==> src/verilog/berc_pkg.sv <==
// Constants for the bit error rate checker.
// Assumes a 250 MHz system clock and a word-wide register port.
`default_nettype none
package berc_pkg;
  // ****************
  // Timing
  // ****************
  localparam int CLK_MHZ  = 250;
  localparam int T1_NS    = 40;
  localparam int T2_NS    = 40;
  localparam int PULSE_NS = 100;
  localparam int T1_CYC    = (T1_NS * CLK_MHZ + 999) / 1000;
  localparam int T2_CYC    = (T2_NS * CLK_MHZ + 999) / 1000;
  localparam int PULSE_CYC = (PULSE_NS * CLK_MHZ + 999) / 1000;
  // ****************
  // Sequence and counts
  // ****************
  localparam int PRBS_LEN = 9;
  localparam int PRBS_TAP = 5;
  localparam int SYNC_RUN = 18;
  localparam int IGN_RUN  = 160;
  localparam logic [31:0] DEF_TOTAL  = 32'd10000;
  localparam logic [15:0] DEF_CYCLES = 16'h0001;
  // ****************
  // Register offsets
  // ****************
  localparam logic [7:0] OFF_CTRL     = 8'h00;
  localparam logic [7:0] OFF_CLK_DLY  = 8'h04;
  localparam logic [7:0] OFF_GATE_DLY = 8'h08;
  localparam logic [7:0] OFF_BIT_DLY  = 8'h0c;
  localparam logic [7:0] OFF_TOTAL    = 8'h10;
  localparam logic [7:0] OFF_RESYNC   = 8'h14;
  localparam logic [7:0] OFF_FAIL_LIM = 8'h18;
  localparam logic [7:0] OFF_CYCLES   = 8'h1c;
  localparam logic [7:0] OFF_STATUS   = 8'h20;
  localparam logic [7:0] OFF_RES_TOT  = 8'h24;
  localparam logic [7:0] OFF_RES_ERR  = 8'h28;
  localparam logic [7:0] OFF_CYC_DONE = 8'h2c;
  // ****************
  // Control bit positions
  // ****************
  localparam int C_GATE_EN  = 0;
  localparam int C_GATE_POL = 1;
  localparam int C_CLK_DLY  = 2;
  localparam int C_GATE_DLY = 3;
  localparam int C_BIT_DLY  = 4;
  localparam int C_RESYNC   = 5;
  localparam int C_IGN_EN   = 6;
  localparam int C_IGN_VAL  = 7;
  localparam int C_FAILHOLD = 8;
  localparam int C_TRIG     = 9;
  // ****************
  // Sequencer states
  // ****************
  typedef enum logic [2:0] {
    ST_IDLE  = 3'b000,
    ST_ARM   = 3'b001,
    ST_SKIP  = 3'b010,
    ST_FILL  = 3'b011,
    ST_CHECK = 3'b100,
    ST_RUN   = 3'b101,
    ST_PULSE = 3'b110,
    ST_TAIL  = 3'b111
  } berc_st_t;
endpackage
`default_nettype wire

==> src/verilog/berc_top.sv <==
// Bit error rate checker: nine-stage PRBS receiver with gating and delays.
// Assumes measured pins are asynchronous and run well below clk_i / 2.
// What this block does
// - Gating on: clock edges count only while qualifier matches polarity.
// - Clock delay on: incoming clock is delayed by a programmed amount.
// - Gate delay: qualifier delayed by programmed measured-clock periods.
// - Clock actually used appears on the result pulse output.
// - After trigger the reference syncs from the first arriving bits.
// - Bit delay skips bits, then lengthens the error-free sync run.
// - Auto resync restarts a single-cycle measurement when errors exceed the limit.
// - Continuous sequences checked at bit rates up to 90 MHz.
// - Ignore enabled: runs of 160+ selected-value bits are not errors.
// - Ignored bits still add to the total bit count.
// - Cycle-end mode gives a fresh verdict for each cycle.
// - Fail-hold mode keeps a fail until the repeat loop ends.
// - Repeat loops sync only before the first cycle, then keep tracking.
// - Established sync is held during repeats even as errors grow.
// - Sync lost during repeats is not regained until a new start.
// - Active output rises after trigger; triggers ignored while high.
// - Measurement-in-progress is readable in a status register.
// - Result pulse ends before the active output falls.
// - Active rises an interval after trigger, falls after pulse ends.
// - Bits per cycle default to 10000.
//
// Decided for this implementation: the strobed register port and the register offsets.
`timescale 1ns/1ps
`default_nettype none
module berc_top #(
  parameter int DLY_DEPTH  = 64,
  parameter int GDLY_DEPTH = 16
) (
  input  wire logic        clk_i,
  input  wire logic        reset_n_i,
  input  wire logic        measured_clock_input_i,
  input  wire logic        measured_data_input_i,
  input  wire logic        clock_qualifier_input_i,
  input  wire logic        trigger_i,
  input  wire logic [7:0]  addr_i,
  input  wire logic [31:0] wdata_i,
  input  wire logic        wr_i,
  input  wire logic        rd_i,
  output logic      [31:0] rdata_o,
  output logic             measurement_active_output_o,
  output logic             result_pulse_output_o
);
  localparam int DW = $clog2(DLY_DEPTH);
  localparam int GW = $clog2(GDLY_DEPTH);

  typedef struct packed {
    logic                  mclk_s1;
    logic                  mclk_s2;
    logic                  data_s1;
    logic                  data_s2;
    logic                  qual_s1;
    logic                  qual_s2;
    logic                  trig_s1;
    logic                  trig_s2;
    logic                  trig_p;
    logic [DLY_DEPTH-1:0]  dly;
    logic [GDLY_DEPTH-1:0] gline;
    logic                  eff_p;
    logic [9:0]            ctl;
    logic [DW-1:0]         clk_dly;
    logic [GW-1:0]         gate_dly;
    logic [15:0]           bit_dly;
    logic [31:0]           tgt;
    logic [31:0]           rs_lim;
    logic [31:0]           f_lim;
    logic [15:0]           cycles;
    berc_pkg::berc_st_t    st;
    logic [15:0]           tmr;
    logic [15:0]           fill;
    logic [8:0]            lfsr;
    logic [31:0]           tot;
    logic [31:0]           err;
    logic [7:0]            pend;
    logic [7:0]            run;
    logic [15:0]           cyc;
    logic                  locked;
    logic                  lost;
    logic                  fail;
    logic                  valid;
    logic [31:0]           res_tot;
    logic [31:0]           res_err;
    logic                  active;
    logic                  pulse;
    logic [31:0]           rdata;
  } berc_reg_t;

  berc_reg_t q;
  berc_reg_t n;
  logic [1:0] rst_s;
  logic       rst_n;

  // ****************
  // Reset release
  // ****************
  always_ff @(posedge clk_i or negedge reset_n_i) begin
    if (!reset_n_i) begin
      rst_s <= 2'h0;
    end else begin
      rst_s <= {rst_s[0], 1'b1};
    end
  end
  assign rst_n = rst_s[1];

  // ****************
  // Next state
  // ****************
  logic        eff;
  logic        rise;
  logic        gate;
  logic        ok;
  logic        bit_v;
  logic        rx;
  logic        refb;
  logic        e;
  logic        same;
  logic        trig;
  logic        single;
  logic [31:0] nerr;
  logic [15:0] need;
  logic [15:0] ncyc;

  always_comb begin
    n = q;
    nerr = 32'h0;
    ncyc = 16'h0;
    n.mclk_s1 = measured_clock_input_i;
    n.mclk_s2 = q.mclk_s1;
    n.data_s1 = measured_data_input_i;
    n.data_s2 = q.data_s1;
    n.qual_s1 = clock_qualifier_input_i;
    n.qual_s2 = q.qual_s1;
    n.trig_s1 = trigger_i;
    n.trig_s2 = q.trig_s1;
    n.trig_p  = q.trig_s2;
    n.dly = {q.dly[DLY_DEPTH-2:0], q.mclk_s2};
    eff = q.ctl[berc_pkg::C_CLK_DLY] ? q.dly[q.clk_dly] : q.mclk_s2;
    n.eff_p = eff;
    // sampled edge detect, rate bound by clk_i
    rise = eff & ~q.eff_p;
    if (rise) begin
      n.gline = {q.gline[GDLY_DEPTH-2:0], q.qual_s2};
    end
    gate = q.ctl[berc_pkg::C_GATE_DLY] ? q.gline[q.gate_dly] : q.qual_s2;
    ok = !q.ctl[berc_pkg::C_GATE_EN] || (gate == q.ctl[berc_pkg::C_GATE_POL]);
    bit_v = rise & ok;
    rx = q.data_s2;
    refb = q.lfsr[berc_pkg::PRBS_LEN-1] ^ q.lfsr[berc_pkg::PRBS_TAP-1];
    e = rx ^ refb;
    same = q.ctl[berc_pkg::C_IGN_EN] && (rx == q.ctl[berc_pkg::C_IGN_VAL]);
    single = (q.cycles <= 16'h0001);
    need = 16'(berc_pkg::SYNC_RUN) + (q.ctl[berc_pkg::C_BIT_DLY] ? q.bit_dly : 16'h0);
    trig = (q.trig_s2 & ~q.trig_p)
         | (wr_i && addr_i == berc_pkg::OFF_CTRL && wdata_i[berc_pkg::C_TRIG]);

    // ****************
    // Register port
    // ****************
    if (wr_i) begin
      if (addr_i == berc_pkg::OFF_CTRL) begin
        n.ctl = {1'b0, wdata_i[8:0]};
      end else if (addr_i == berc_pkg::OFF_CLK_DLY) begin
        n.clk_dly = wdata_i[DW-1:0];
      end else if (addr_i == berc_pkg::OFF_GATE_DLY) begin
        n.gate_dly = wdata_i[GW-1:0];
      end else if (addr_i == berc_pkg::OFF_BIT_DLY) begin
        n.bit_dly = wdata_i[15:0];
      end else if (addr_i == berc_pkg::OFF_TOTAL) begin
        n.tgt = wdata_i;
      end else if (addr_i == berc_pkg::OFF_RESYNC) begin
        n.rs_lim = wdata_i;
      end else if (addr_i == berc_pkg::OFF_FAIL_LIM) begin
        n.f_lim = wdata_i;
      end else if (addr_i == berc_pkg::OFF_CYCLES) begin
        n.cycles = wdata_i[15:0];
      end
    end
    n.rdata = 32'h0;
    if (rd_i) begin
      if (addr_i == berc_pkg::OFF_CTRL) begin
        n.rdata = {22'h0, q.ctl};
      end else if (addr_i == berc_pkg::OFF_CLK_DLY) begin
        n.rdata = 32'(q.clk_dly);
      end else if (addr_i == berc_pkg::OFF_GATE_DLY) begin
        n.rdata = 32'(q.gate_dly);
      end else if (addr_i == berc_pkg::OFF_BIT_DLY) begin
        n.rdata = {16'h0, q.bit_dly};
      end else if (addr_i == berc_pkg::OFF_TOTAL) begin
        n.rdata = q.tgt;
      end else if (addr_i == berc_pkg::OFF_RESYNC) begin
        n.rdata = q.rs_lim;
      end else if (addr_i == berc_pkg::OFF_FAIL_LIM) begin
        n.rdata = q.f_lim;
      end else if (addr_i == berc_pkg::OFF_CYCLES) begin
        n.rdata = {16'h0, q.cycles};
      end else if (addr_i == berc_pkg::OFF_STATUS) begin
        n.rdata = {24'h0, q.st, q.valid, q.fail, q.lost, q.locked, q.active};
      end else if (addr_i == berc_pkg::OFF_RES_TOT) begin
        n.rdata = q.res_tot;
      end else if (addr_i == berc_pkg::OFF_RES_ERR) begin
        n.rdata = q.res_err;
      end else if (addr_i == berc_pkg::OFF_CYC_DONE) begin
        n.rdata = {16'h0, q.cyc};
      end
    end

    // ****************
    // Sequencer
    // ****************
    // used clock mirrored while measuring
    n.pulse = eff & ok & q.active;
    case (q.st)
      berc_pkg::ST_IDLE: begin
        n.pulse = 1'b0;
        if (trig) begin
          n.st = berc_pkg::ST_ARM;
          n.tmr = 16'h0;
          n.fail = 1'b0;
          n.cyc = 16'h0;
          n.lost = 1'b0;
          n.locked = 1'b0;
        end
      end
      berc_pkg::ST_ARM: begin
        n.tmr = q.tmr + 16'h1;
        if (q.tmr == 16'(berc_pkg::T1_CYC - 1)) begin
          n.active = 1'b1;
          n.fill = 16'h0;
          n.tot = 32'h0;
          n.err = 32'h0;
          n.pend = 8'h0;
          n.run = 8'h0;
          if (q.ctl[berc_pkg::C_BIT_DLY] && q.bit_dly != 16'h0) begin
            n.st = berc_pkg::ST_SKIP;
          end else begin
            n.st = berc_pkg::ST_FILL;
          end
        end
      end
      berc_pkg::ST_SKIP: begin
        if (bit_v) begin
          n.fill = q.fill + 16'h1;
          if (q.fill == q.bit_dly - 16'h1) begin
            n.st = berc_pkg::ST_FILL;
            n.fill = 16'h0;
          end
        end
      end
      berc_pkg::ST_FILL: begin
        if (bit_v) begin
          n.lfsr = {q.lfsr[7:0], rx};
          n.fill = q.fill + 16'h1;
          if (q.fill == 16'(berc_pkg::PRBS_LEN - 1)) begin
            n.st = berc_pkg::ST_CHECK;
            n.fill = 16'h0;
          end
        end
      end
      berc_pkg::ST_CHECK: begin
        if (bit_v) begin
          if (e) begin
            n.lfsr = {q.lfsr[7:0], rx};
            n.st = berc_pkg::ST_FILL;
            n.fill = 16'h1;
          end else begin
            n.lfsr = {q.lfsr[7:0], refb};
            n.fill = q.fill + 16'h1;
            if (q.fill == need - 16'h1) begin
              n.st = berc_pkg::ST_RUN;
              n.locked = 1'b1;
            end
          end
        end
      end
      berc_pkg::ST_RUN: begin
        if (bit_v) begin
          n.lfsr = {q.lfsr[7:0], refb};
          n.tot = q.tot + 32'h1;
          nerr = q.err;
          if (same) begin
            if (q.run >= 8'(berc_pkg::IGN_RUN - 1)) begin
              n.run = 8'(berc_pkg::IGN_RUN);
              n.pend = 8'h0;
            end else begin
              n.run = q.run + 8'h1;
              n.pend = q.pend + 8'(e);
            end
          end else begin
            nerr = q.err + 32'(q.pend) + 32'(e);
            n.pend = 8'h0;
            n.run = 8'h0;
          end
          n.err = nerr;
          if (q.ctl[berc_pkg::C_RESYNC] && nerr > q.rs_lim) begin
            if (single) begin
              n.st = berc_pkg::ST_FILL;
              n.fill = 16'h0;
              n.tot = 32'h0;
              n.err = 32'h0;
              n.pend = 8'h0;
              n.run = 8'h0;
              n.locked = 1'b0;
            end else begin
              // lost stays lost in a loop
              n.lost = 1'b1;
            end
          end
          if (n.tot == q.tgt) begin
            nerr = nerr + 32'(n.pend);
            n.res_tot = n.tot;
            n.res_err = nerr;
            if (q.ctl[berc_pkg::C_FAILHOLD]) begin
              n.fail = q.fail | (nerr > q.f_lim);
            end else begin
              n.fail = (nerr > q.f_lim);
            end
            ncyc = q.cyc + 16'h1;
            n.cyc = ncyc;
            n.tot = 32'h0;
            n.err = 32'h0;
            n.pend = 8'h0;
            n.run = 8'h0;
            if (single || ncyc >= q.cycles) begin
              n.st = berc_pkg::ST_PULSE;
              n.tmr = 16'h0;
            end else begin
              n.st = berc_pkg::ST_RUN;
            end
          end
        end
      end
      berc_pkg::ST_PULSE: begin
        n.pulse = 1'b1;
        n.tmr = q.tmr + 16'h1;
        if (q.tmr == 16'(berc_pkg::PULSE_CYC - 1)) begin
          n.st = berc_pkg::ST_TAIL;
          n.tmr = 16'h0;
          n.pulse = 1'b0;
        end
      end
      berc_pkg::ST_TAIL: begin
        n.pulse = 1'b0;
        n.tmr = q.tmr + 16'h1;
        if (q.tmr == 16'(berc_pkg::T2_CYC - 1)) begin
          n.st = berc_pkg::ST_IDLE;
          n.active = 1'b0;
          n.valid = 1'b1;
        end
      end
      default: begin
        n.st = berc_pkg::ST_IDLE;
      end
    endcase
  end

  // ****************
  // State register
  // ****************
  always_ff @(posedge clk_i or negedge rst_n) begin
    if (!rst_n) begin
      q <= '0;
      q.tgt <= berc_pkg::DEF_TOTAL;
      q.cycles <= berc_pkg::DEF_CYCLES;
      q.rs_lim <= 32'hffffffff;
    end else begin
      q <= n;
    end
  end

  assign rdata_o = q.rdata;
  assign measurement_active_output_o = q.active;
  assign result_pulse_output_o = q.pulse;
endmodule // berc_top
`default_nettype wire

==> config.mk <==
export PLATFORM = sky130hd
export DESIGN_NAME = berc_top
export DESIGN_NICKNAME = d
export VERILOG_FILES = /design/src/verilog/berc_pkg.sv /design/src/verilog/berc_top.sv
export SDC_FILE = /design/constraint.sdc
export NUM_CORES = 1
export LEC_CHECK = 0
export BUFFER_PORTS_ARGS = -buffer_cell sky130_fd_sc_hd__buf_2
export CAP_MARGIN = 20
export CELL_PAD_IN_SITES_DETAIL_PLACEMENT = 1
export CELL_PAD_IN_SITES_GLOBAL_PLACEMENT = 1
export CORE_MARGIN = 2
export CORE_UTILIZATION = 50
export CTS_CLUSTER_SIZE = 40
export DETAILED_ROUTE_END_ITERATION = 12
export GPL_TIMING_DRIVEN = 0
export PLACE_DENSITY = 0.88
export SLEW_MARGIN = 40
export SYNTH_ARGS = -nofsm -noshare
export SYNTH_HDL_FRONTEND = slang
export SYNTH_SLANG_ARGS = --single-unit
==> constraint.sdc <==
create_clock -name clk_i -period 16.8 [get_ports clk_i]
set_input_delay 2.52 -clock clk_i [delete_from_list [all_inputs] [get_ports clk_i]]
set_output_delay 2.52 -clock clk_i [all_outputs]
set_load 0.005 [all_outputs]
======== After elaboration in Yosys (flattened, before gate mapping) ========
Cells that the tools add are included.
word-level totals
  word-level logic and storage cells ...... 241
  register bits ........................... 481
  input bits .............................. 48
  output and inout port bits .............. 34
cells by class
  magnitude comparators ................... 7
  mux-type cells .......................... 80
  bitwise operators ....................... 18
  reduce and logical (&&, ||, !) cells .... 39
  equality and inequality tests ........... 46
  add/subtract/negate cells ............... 12
operators by type and width
  kind                                                                   count
  32-bit two-way mux                                                     15
  80-bit two-way mux                                                     5
  16-bit two-way mux                                                     11
  80-bit case mux with 2 select lines                                    1
  143-bit two-way mux                                                    1
  96-bit two-way mux                                                     1
  16-bit case mux with 5 select lines                                    1
  19-bit two-way mux                                                     4
  25-bit two-way mux                                                     3
  32-bit by 8-bit adder with 32-bit output                               2
  32-bit greater-than comparator                                         2
  16-bit case mux with 4 select lines                                    1
  16-bit by 1-bit adder with 16-bit output (second input constant)       3
  2-bit != test (second input constant)                                  17
  3-bit two-way mux                                                      11
  32-bit by 1-bit adder with 32-bit output                               1
  32-bit by 1-bit adder with 32-bit output (second input constant)       1
  16-bit == test                                                         2
  16-bit by 4-bit == test with 1-bit output (second input constant)      2
  32-bit == test                                                         1
  8-bit by 5-bit == test with 1-bit output (second input constant)       4
  8-bit by 6-bit == test with 1-bit output (second input constant)       4
  16-bit case mux with 2 select lines                                    1
  16-bit by 1-bit subtractor with 16-bit output (second input constant)  2
  other kinds (49)                                                       106

======== Logic depth before layout (Yosys ltp) ========
Gate-level depths: netlist of run 1.
  depth after elaboration ................. 20
  gate-level depth with buffers ........... 48
  mapped depth without buffers ............ 47

======== Worst setup path before layout of run 1 ========
OpenSTA, ideal clock, no wires.
  path type ............................... flip-flop to flip-flop
  start ................................... register q[202] (netlist bit)
  end ..................................... register q[99] (netlist bit)
  stages on the path, launching flop included .. 49
  library setup time ...................... 137 ps
  slack ................................... 7,757 ps
  data arrival time ....................... 8,906 ps
  buffers on the path ..................... 1
  clock period less this slack ............ 9,043 ps
  required time ........................... 16,663 ps
  cells stage by stage .................... dfrtp_1 -> xnor2_1 -> inv_1 -> ha_1 -> inv_1 -> fa_1 -> fa_1 -> nor2b_1 -> o21ai_0 -> a21boi_0 -> o31a_1 -> o21ai_1 -> nor3_1 -> xnor2_1 -> inv_1 -> ha_1 -> nand4_2 -> or4_4 -> [13 not listed] -> o21bai_1 -> a31oi_1 -> nor2_1 -> nand4_1 -> nor3_1 -> xnor2_1 -> ha_1 -> a21o_1 -> a21oi_1 -> nor2b_1 -> o21ai_0 -> nand2b_1 -> a21oi_1 -> nor2b_1 -> o21ai_0 -> nand2_1 -> o211ai_1 -> o221ai_1
between the ends
  cells in the longest elaborated chain, start to end .. 18
  elaborated cells on any way between the ends .. 25
  classes of those cells .................. add/sub (3); order compare (2); eq/ne (2); mux (13); bitwise (3); reduce/logical (2)
ends and longest elaborated chain
  element                                   line                              RTL
  start: declaration                        berc_top.sv:90                    berc_reg_t q;
  start signal: assignment                  berc_top.sv:368                   q <= n;
  1-bit bitwise XOR (*)                     berc_top.sv:150                   refb = q.lfsr[berc_pkg::PRBS_LEN-1] ^ q.lfsr[berc_pkg::PRBS_TAP-1];
  1-bit bitwise XOR (*)                     berc_top.sv:151                   e = rx ^ refb;
  32-bit by 1-bit adder with 32-bit output  berc_top.sv:291                   nerr = q.err + 32'(q.pend) + 32'(e);
  32-bit two-way mux                        berc_top.sv:282                   if (same) begin
  32-bit two-way mux                        berc_top.sv:278                   if (bit_v) begin
  32-bit two-way mux                        berc_top.sv:214                   case (q.st)
  32-bit greater-than comparator            berc_top.sv:296                   if (q.ctl[berc_pkg::C_RESYNC] && nerr > q.rs_lim) begin
  1-bit logical AND                         berc_top.sv:296
  [2 not listed]                            --
  80-bit two-way mux                        berc_top.sv:214
  32-bit by 8-bit adder with 32-bit output  berc_top.sv:311                   nerr = nerr + 32'(n.pend);
  32-bit greater-than comparator            berc_top.sv:315, berc_top.sv:317
  1-bit bitwise OR                          berc_top.sv:315                   n.fail = q.fail | (nerr > q.f_lim);
  1-bit two-way mux                         berc_top.sv:314                   if (q.ctl[berc_pkg::C_FAILHOLD]) begin
  1-bit two-way mux                         berc_top.sv:310                   if (n.tot == q.tgt) begin
  143-bit two-way mux                       berc_top.sv:278
  2-bit case mux with 2 select lines        berc_top.sv:214
Every way passes the cells marked *; elsewhere a longest branch is shown, timed or not. The select of a mux whose other input is x is not followed.
A chain may end at the register's enable or synchronous reset.

======== Worst setup path after layout of run 1 ========
Ends and elaborated chain as after synthesis.

==> impl_metrics.py, run 1 <==
metrics = {
    "critical_path": {
        "worst_r2r_path_depth": 47,
        "path_max_fanout": 10,
        "setup.worst_path.start": "q[202]$_DFFE_PN0P_",
        "start_kind": "flip-flop",
        "cp.depth": 47,
        "path_class": "flip-flop to flip-flop",
        "cp.arrival_ns": 13.54,
        "crit_required_ns": 17.32,
        "end_kind": "flip-flop",
        "r2r_start": "q[202]$_DFFE_PN0P_",
        "slowest_delay_ns": 0.60,
        "slowest_stage": "or4_4",
        "r2r_slack_ns": 3.78,
        "r2r_end": "q[99]$_DFFE_PN0P_",
        "worstSetupEndpoint": "q[99]$_DFFE_PN0P_",
        "path_delay_family": "compound AO/OA/AOI/OAI gates",
        "cp_num_buf_inv": 7,
    },
    "global_route": {
        "grt_pass1_wl_mm": 163,
        "overflow": 0,
        "antenna_found_initial": 4,
        "grt_usage": 0.377,
        "grt_max_degree": 47,
        "grt_pass1_vias": 26600,
    },
    "route": {
        "drc": 0,
        "first_pass_iters": 8,
        "final_antenna_net_count": 0,
        "drt_iter0_drc": 2839,
        "drt_wl_total_mm": 107,
        "via_count": 24800,
        "vias_per_cell": 6.68,
        "wl_per_cell_um": 28.8,
    },
    "layout": {
        "instances_no_fill": 3708,
        "num-nets-final": 3129,
        "drive_gt1_frac": 0.173,
        "syn_to_final_growth_pct": 13.4,
    },
    "status": {
        "outcome": "completed",
    },
    "power": {
        "finalPower_uw": 3060,
        "worst_ir_drop_vdd_v": 0.0000783,
        "clkPwrFrac": 0.445,
        "leakage_uw": 0.0143,
        "p_int_uw": 2190,
        "power.share.sequential": 0.420,
        "combPwrFrac": 0.135,
        "pwr_density_cell_mw_per_mm2": 98.0,
        "swShare": 0.285,
        "p_sw_uw": 871,
    },
    "sta": {
        "slew_headroom": 0.363,
        "fin_setup_tns_ns": 0,
        "fin_crit_sh": 0.775,
        "max_freq_mhz": 76.8,
        "whs_ns": 0.230,
        "finClkSkew_ns": 0.0418,
        "tightestPinTransition_ns": 0.956,
        "slew_violations": 0,
        "fin_crit_ns": 13.02,
        "setup_viol": 0,
        "finalHoldViolCount": 0,
        "rsz0062_at_grt": "false",
    },
    "cts": {
        "post_cts_resized": 0,
        "cts.sinks": 481,
        "htreeDepth": 2,
        "root_buffer": "clkbuf_16",
        "clockBufferDepth": 3,
        "clock_latency_ns": 0.66,
        "clk_pin_slew_worst_paths_ns": 0.07,
        "cts_setup_buffers": 0,
        "hold_buffers": 0,
        "cts_buffers": 54,
        "cts_tree": "done",
    },
    "die": {
        "dieArea_mm2": 0.0569,
        "die_y_um": 239,
        "ios": 82,
        "die_w_um": 239,
        "row_count": 85,
        "core_area_mm2": 0.0541,
        "start_util": 0.508,
    },
    "logic_synthesis": {
        "syn_nets": 2977,
        "yosys.area.top_type_share": 0.403,
        "ys.flop_type": "dfrtp_1",
        "ys_seq_area_frac": 0.439,
        "syn_area_mm2": 0.0275,
        "synth-edff-count": 0,
        "yosys.cell_types.count": 85,
        "yosysWarnings": 0,
        "synthCells": 2813,
        "syn_avg_cell_area_um2": 9.78,
        "synthTopCellsByArea": "dfrtp_1, mux2_2, ha_1, nand2_1, dfstp_2",
        "synth_top_area_cell": "dfrtp_1",
        "ys_ff_latch": 481,
        "async_reset_ff_frac": 1.00,
    },
    "hold_path": {
        "hp-class": "flip-flop to asynchronous set/reset pin",
    },
    "placed_design": {
        "dp.cells": 3603,
        "dp_hpwl_mm": 77.2,
        "io_buffers": 80,
        "gp_congestion": 0.985,
    },
    "flow_run": {
        "maxCapViolCount": 0,
    },
}
[through the flow]
stage | worst slack [ns] | area [µm²] | util
final | 3.78 | 31200 | 0.576
after detailed placement | 4.27 | 29100 | 0.538
after global routing | 3.16 | 31200 | 0.576
after CTS | 4.09 | 31100 | 0.575
after floorplan | 2.47 | 27500 | -
after global placement | -2.41 | 28800 | 0.532
[synthesized netlist by cell type (27+ instances only)]
library cell,count
a211oi_1,33
a21o_1,31
a21oi_1,107
a222oi_1,35
and3_1,39
buf_4,36
clkbuf_1,111
dfrtp_1,443
dfstp_2,38
ha_1,113
inv_1,158
mux2_2,156
nand2_1,325
nand2b_1,29
nand3_1,119
nand4_1,55
nor2_1,117
nor3_1,59
nor4_1,28
o21ai_0,171
o22ai_1,34
o31ai_1,27
xnor2_1,104
xor2_1,65
[how the worst min path moves through the flow]
stage	start	end	cells past startpoint
after floorplan	n[478]$_DFF_PN0_	n[407]$_DFF_PN0_	0
after global placement	rst_s[0]$_DFF_PN0_	rst_s[1]$_DFF_PN0_	0
after detailed placement	rst_s[1]$_DFF_PN0_	n[436]$_DFF_PN0_	0
after CTS	rst_s[1]$_DFF_PN0_	n[430]$_DFF_PN0_	0
after global routing	rst_s[1]$_DFF_PN0_	n[442]$_DFF_PN0_	0
final	rst_s[1]$_DFF_PN0_	n[443]$_DFF_PN0_	0
[metal layers]
metal / routed length (µm) / GRT usage / part of all wire
met4: 6350 / 0.201 / 0.059
met2: 49300 / 0.613 / 0.46
met1: 41300 / 0.465 / 0.39
met5: 0 / 0 / 0
met3: 9850 / 0.0918 / 0.092
[sequential cells by signal, summed over array words and instances (netlist names)]
name and flops:
rst_s 2, rdata_o 32, q 375, rx 1
measurement_active_output_o 1, n 69, result_pulse_output_o 1
[placed cells by master (no fill, tap or decap), types with 39 or more instances in the layout]
master / Yosys / layout
nand4_1: 55 / 55
ha_1: 113 / 113
xor2_1: 65 / 65
mux2_2: 156 / 156
inv_1: 158 / 158
nor2_1: 117 / 113
nand2_1: 325 / 325
dfrtp_1: 443 / 442
buf_4: 36 / 39
nand3_1: 119 / 119
nor3_1: 59 / 56
a21oi_1: 107 / 107
o21ai_0: 171 / 171
and3_1: 39 / 39
buf_2: 19 / 100
clkbuf_1: 111 / 114
clkbuf_16: 0 / 54
xnor2_1: 104 / 103
[cell type report]
cell class	instances	area, µm²
Antenna cell	1	2.50
Timing Repair Buffer	96	668
Multi-Input combinational cell	1994	14100
Buffer	178	863
Inverter	160	601
Tap cell	696	871
Clock inverter	32	538
Fill cell	5975	22900
Clock buffer	70	1500
Sequential cell	481	12100
[power by group through the flow]
stage,Combinational (µW),Sequential (µW),Clock (µW)
after global placement,328,1310,0
after floorplan,244,1290,0
after global routing,441,1290,1410
after CTS,402,1280,1370
after detailed placement,386,1300,0
final,413,1280,1360
[kinds of logic after synthesis]
kind of cell	Yosys count	share of synthesized area
AND/OR/NAND/NOR	894	0.160
AO/OA/AOI/OAI	622	0.149
flip-flops	481	0.439
buffers and inverters	338	0.0530
multiplexers	189	0.0877
XOR/XNOR	172	0.0563
adder cells (fa/ha/maj)	116	0.0536
other	1	0.000136
[worst register-to-register path: cells and delay by family, from the launching register on]
family                     cells  cell delay [ns]
buffers and inverters          7             1.24
adders and majority gates      7             2.67
AOI/OAI and AO/OA             17             4.08
and+or+nand+nor               13             3.49
DFF                            1             0.40
xor gates and xnor gates       3             1.03
Note: power is estimated with default switching activity, not from simulation.
==> run 2, diff against run 1 <==
==> constraint.sdc (replaced) <==
create_clock -name clk_i -period 13.5 [get_ports clk_i]
set_input_delay 2.025 -clock clk_i [delete_from_list [all_inputs] [get_ports clk_i]]
set_output_delay 2.025 -clock clk_i [all_outputs]
set_load 0.005 [all_outputs]
==> run 2 against run 1 <==
Effect of this change: register-to-register slack worse by 3.2 ns; worst setup slack got worse by 3.2 ns; combinational power increased by 21%; critical path type unchanged; global-route usage is 0.92 points lower; largest cell class unchanged; sequential share of layout area rose by 0.19 points; non-clock buffer count fell by 1; clock power is 18% higher; utilization decreased by 0.28 points.
==> impl_metrics.py, run 2 (synthesis results as in run 1) <==
metrics = {
    "status": {
        "outcome": "completed",
    },
    "sta": {
        "finalHoldViolCount": 0,
        "fin_crit_ns": 12.91,
        "fin_setup_tns_ns": 0,
        "slew_headroom": 0.335,
        "fin_crit_sh": 0.956,
        "tightestPinTransition_ns": 0.997,
        "max_freq_mhz": 77.5,
        "finClkSkew_ns": 0.0226,
        "rsz0062_at_grt": "false",
        "slew_violations": 0,
        "setup_viol": 0,
    },
    "route": {
        "highest_layer": "met5",
        "drt_iter0_drc": 2237,
        "final_antenna_net_count": 0,
        "first_pass_iters": 10,
        "met1Wirelength_mm": 40.6,
        "wl_per_cell_um": 28.1,
        "met2WireLength_mm": 48.6,
        "route.met3.wl_mm": 9.25,
        "drt_wl_total_mm": 104,
        "via_count": 24600,
        "drc": 0,
        "vias_per_cell": 6.63,
    },
    "placed_design": {
        "gp_congestion": 0.978,
        "dp_hpwl_mm": 76.9,
        "io_buffers": 80,
    },
    "cts": {
        "cts.sinks": 481,
        "clock_latency_ns": 0.63,
        "htreeDepth": 2,
        "cts_setup_buffers": 0,
        "clockBufferDepth": 3,
        "clk_pin_slew_worst_paths_ns": 0.06,
        "cts_buffers": 54,
        "cts_tree": "done",
        "root_buffer": "clkbuf_16",
        "hold_buffers": 0,
    },
    "die": {
        "dieArea_mm2": 0.0569,
        "die_w_um": 239,
        "start_util": 0.508,
        "die_y_um": 239,
        "ios": 82,
        "row_count": 85,
        "core_area_mm2": 0.0541,
    },
    "layout": {
        "fill_cells": 6015,
        "syn_to_final_growth_pct": 12.9,
        "layout_common_cells": "dfrtp_1, nand2_1, o21ai_0",
        "regMostFlops": "q",
        "largest_reg_flops": 375,
        "num-nets-final": 3128,
        "drive_gt1_frac": 0.170,
        "final_common_cell": "dfrtp_1",
    },
    "global_route": {
        "overflow": 0,
        "grt_max_degree": 47,
        "grt_pass1_wl_mm": 159,
        "grt_pass1_vias": 26100,
        "grt_usage": 0.368,
        "antenna_found_initial": 2,
    },
    "critical_path": {
        "cp.arrival_ns": 13.40,
        "slowest_stage": "or4_4",
        "slowest_delay_ns": 0.61,
        "crit_required_ns": 13.99,
        "r2r_start": "q[202]$_DFFE_PN0P_",
        "path_max_fanout": 10,
        "start_kind": "flip-flop",
        "setup.worst_path.start": "q[202]$_DFFE_PN0P_",
        "path_class": "flip-flop to flip-flop",
        "crit_top_cell": "inv_1",
        "end_kind": "flip-flop",
    },
    "power": {
        "leakage_uw": 0.0142,
        "finalPower_uw": 3690,
        "worst_ir_drop_vdd_v": 0.000102,
        "pwr_density_cell_mw_per_mm2": 119,
    },
    "hold_path": {
        "hp-class": "flip-flop to asynchronous set/reset pin",
    },
    "flow_run": {
        "maxCapViolCount": 0,
    },
}
run 2: cell count changes in the layout (fill, tap and decap cells not counted), sizes merged:
cell      delta
clkinv       +2
buf          -1
bufinv       -4
clkbuf       +3
clkinvlp     +1
inv          -2
run 2: routing by layer:
metal  vias up  track usage
li1      10500            -
met1     12500        0.463
met2      1251        0.599
met3       357       0.0824
met4         2        0.184
met5         -            0
run 2: area by class of cell:
| cell class | instances | area, µm² | area share |
|---|---|---|---|
| flip-flops and latches | 481 | 12100 | 0.389 |
| plain buffers | 178 | 862 | 0.0278 |
| diodes | 1 | 2.50 | 0.0000806 |
| well taps | 696 | 871 | 0.0280 |
| clock buffers | 73 | 1520 | 0.0490 |
| inverters | 160 | 601 | 0.0193 |
| multi-input cells | 1994 | 14100 | 0.453 |
| repair buffers | 95 | 663 | 0.0214 |
| clock inverters | 29 | 389 | 0.0125 |
run 2: worst max-delay path: cells and delay by family (launching register included):
kind | cells | cell delay (ns)
AO/OA/AOI/OAI | 18 | 4.11
AND/OR/NAND/NOR | 14 | 3.49
adder cells (fa/ha/maj) | 7 | 2.65
buffers and inverters | 7 | 1.22
XOR/XNOR | 3 | 0.86
flip-flops | 1 | 0.41
run 2: worst paths after layout:
check | endpoint | cells after the start | slack, ns
min in group clk_i | n[407]$_DFF_PN0_ | 0 | 0.36
setup reg to reg | q[99]$_DFFE_PN0P_ | 49 | 0.59
max in group asynchronous | q[225]$_DFFE_PN0P_ | 5 | 11.77
hold / removal | n[434]$_DFF_PN0_ | 0 | 0.09
setup / recovery | q[99]$_DFFE_PN0P_ | 49 | 0.59
hold reg to reg | n[434]$_DFF_PN0_ | 0 | 0.09
run 2: what timing repair did:
action                                 4_1_cts  5_1_grt
resized for setup                            0        2
endpoints found under the hold margin        0        0
setup endpoints to repair                    0        1
run 2: per-stage QoR:
stage                      util  setup slack [ns]  cells  cell area, µm²  hold slack [ns]
final                     0.574             0.593   3707           31100           0.0938
after global routing      0.574             0.110   3706           31000           0.0997
after CTS                 0.573             0.653   3705           31000           0.0960
after detailed placement  0.538             0.954   3603           29100           0.0906
after global placement    0.532              1.05   3589           28800            0.336
after floorplan               -              4.46   2813           27500            0.331
run 2: power by group:
part | switching (µW) | total [µW] | internal [µW] | leakage (µW)
Clock | 664 | 1600 | 931 | 0.000921
Sequential | 74.1 | 1600 | 1520 | 0.00609
Combinational | 307 | 498 | 192 | 0.00718
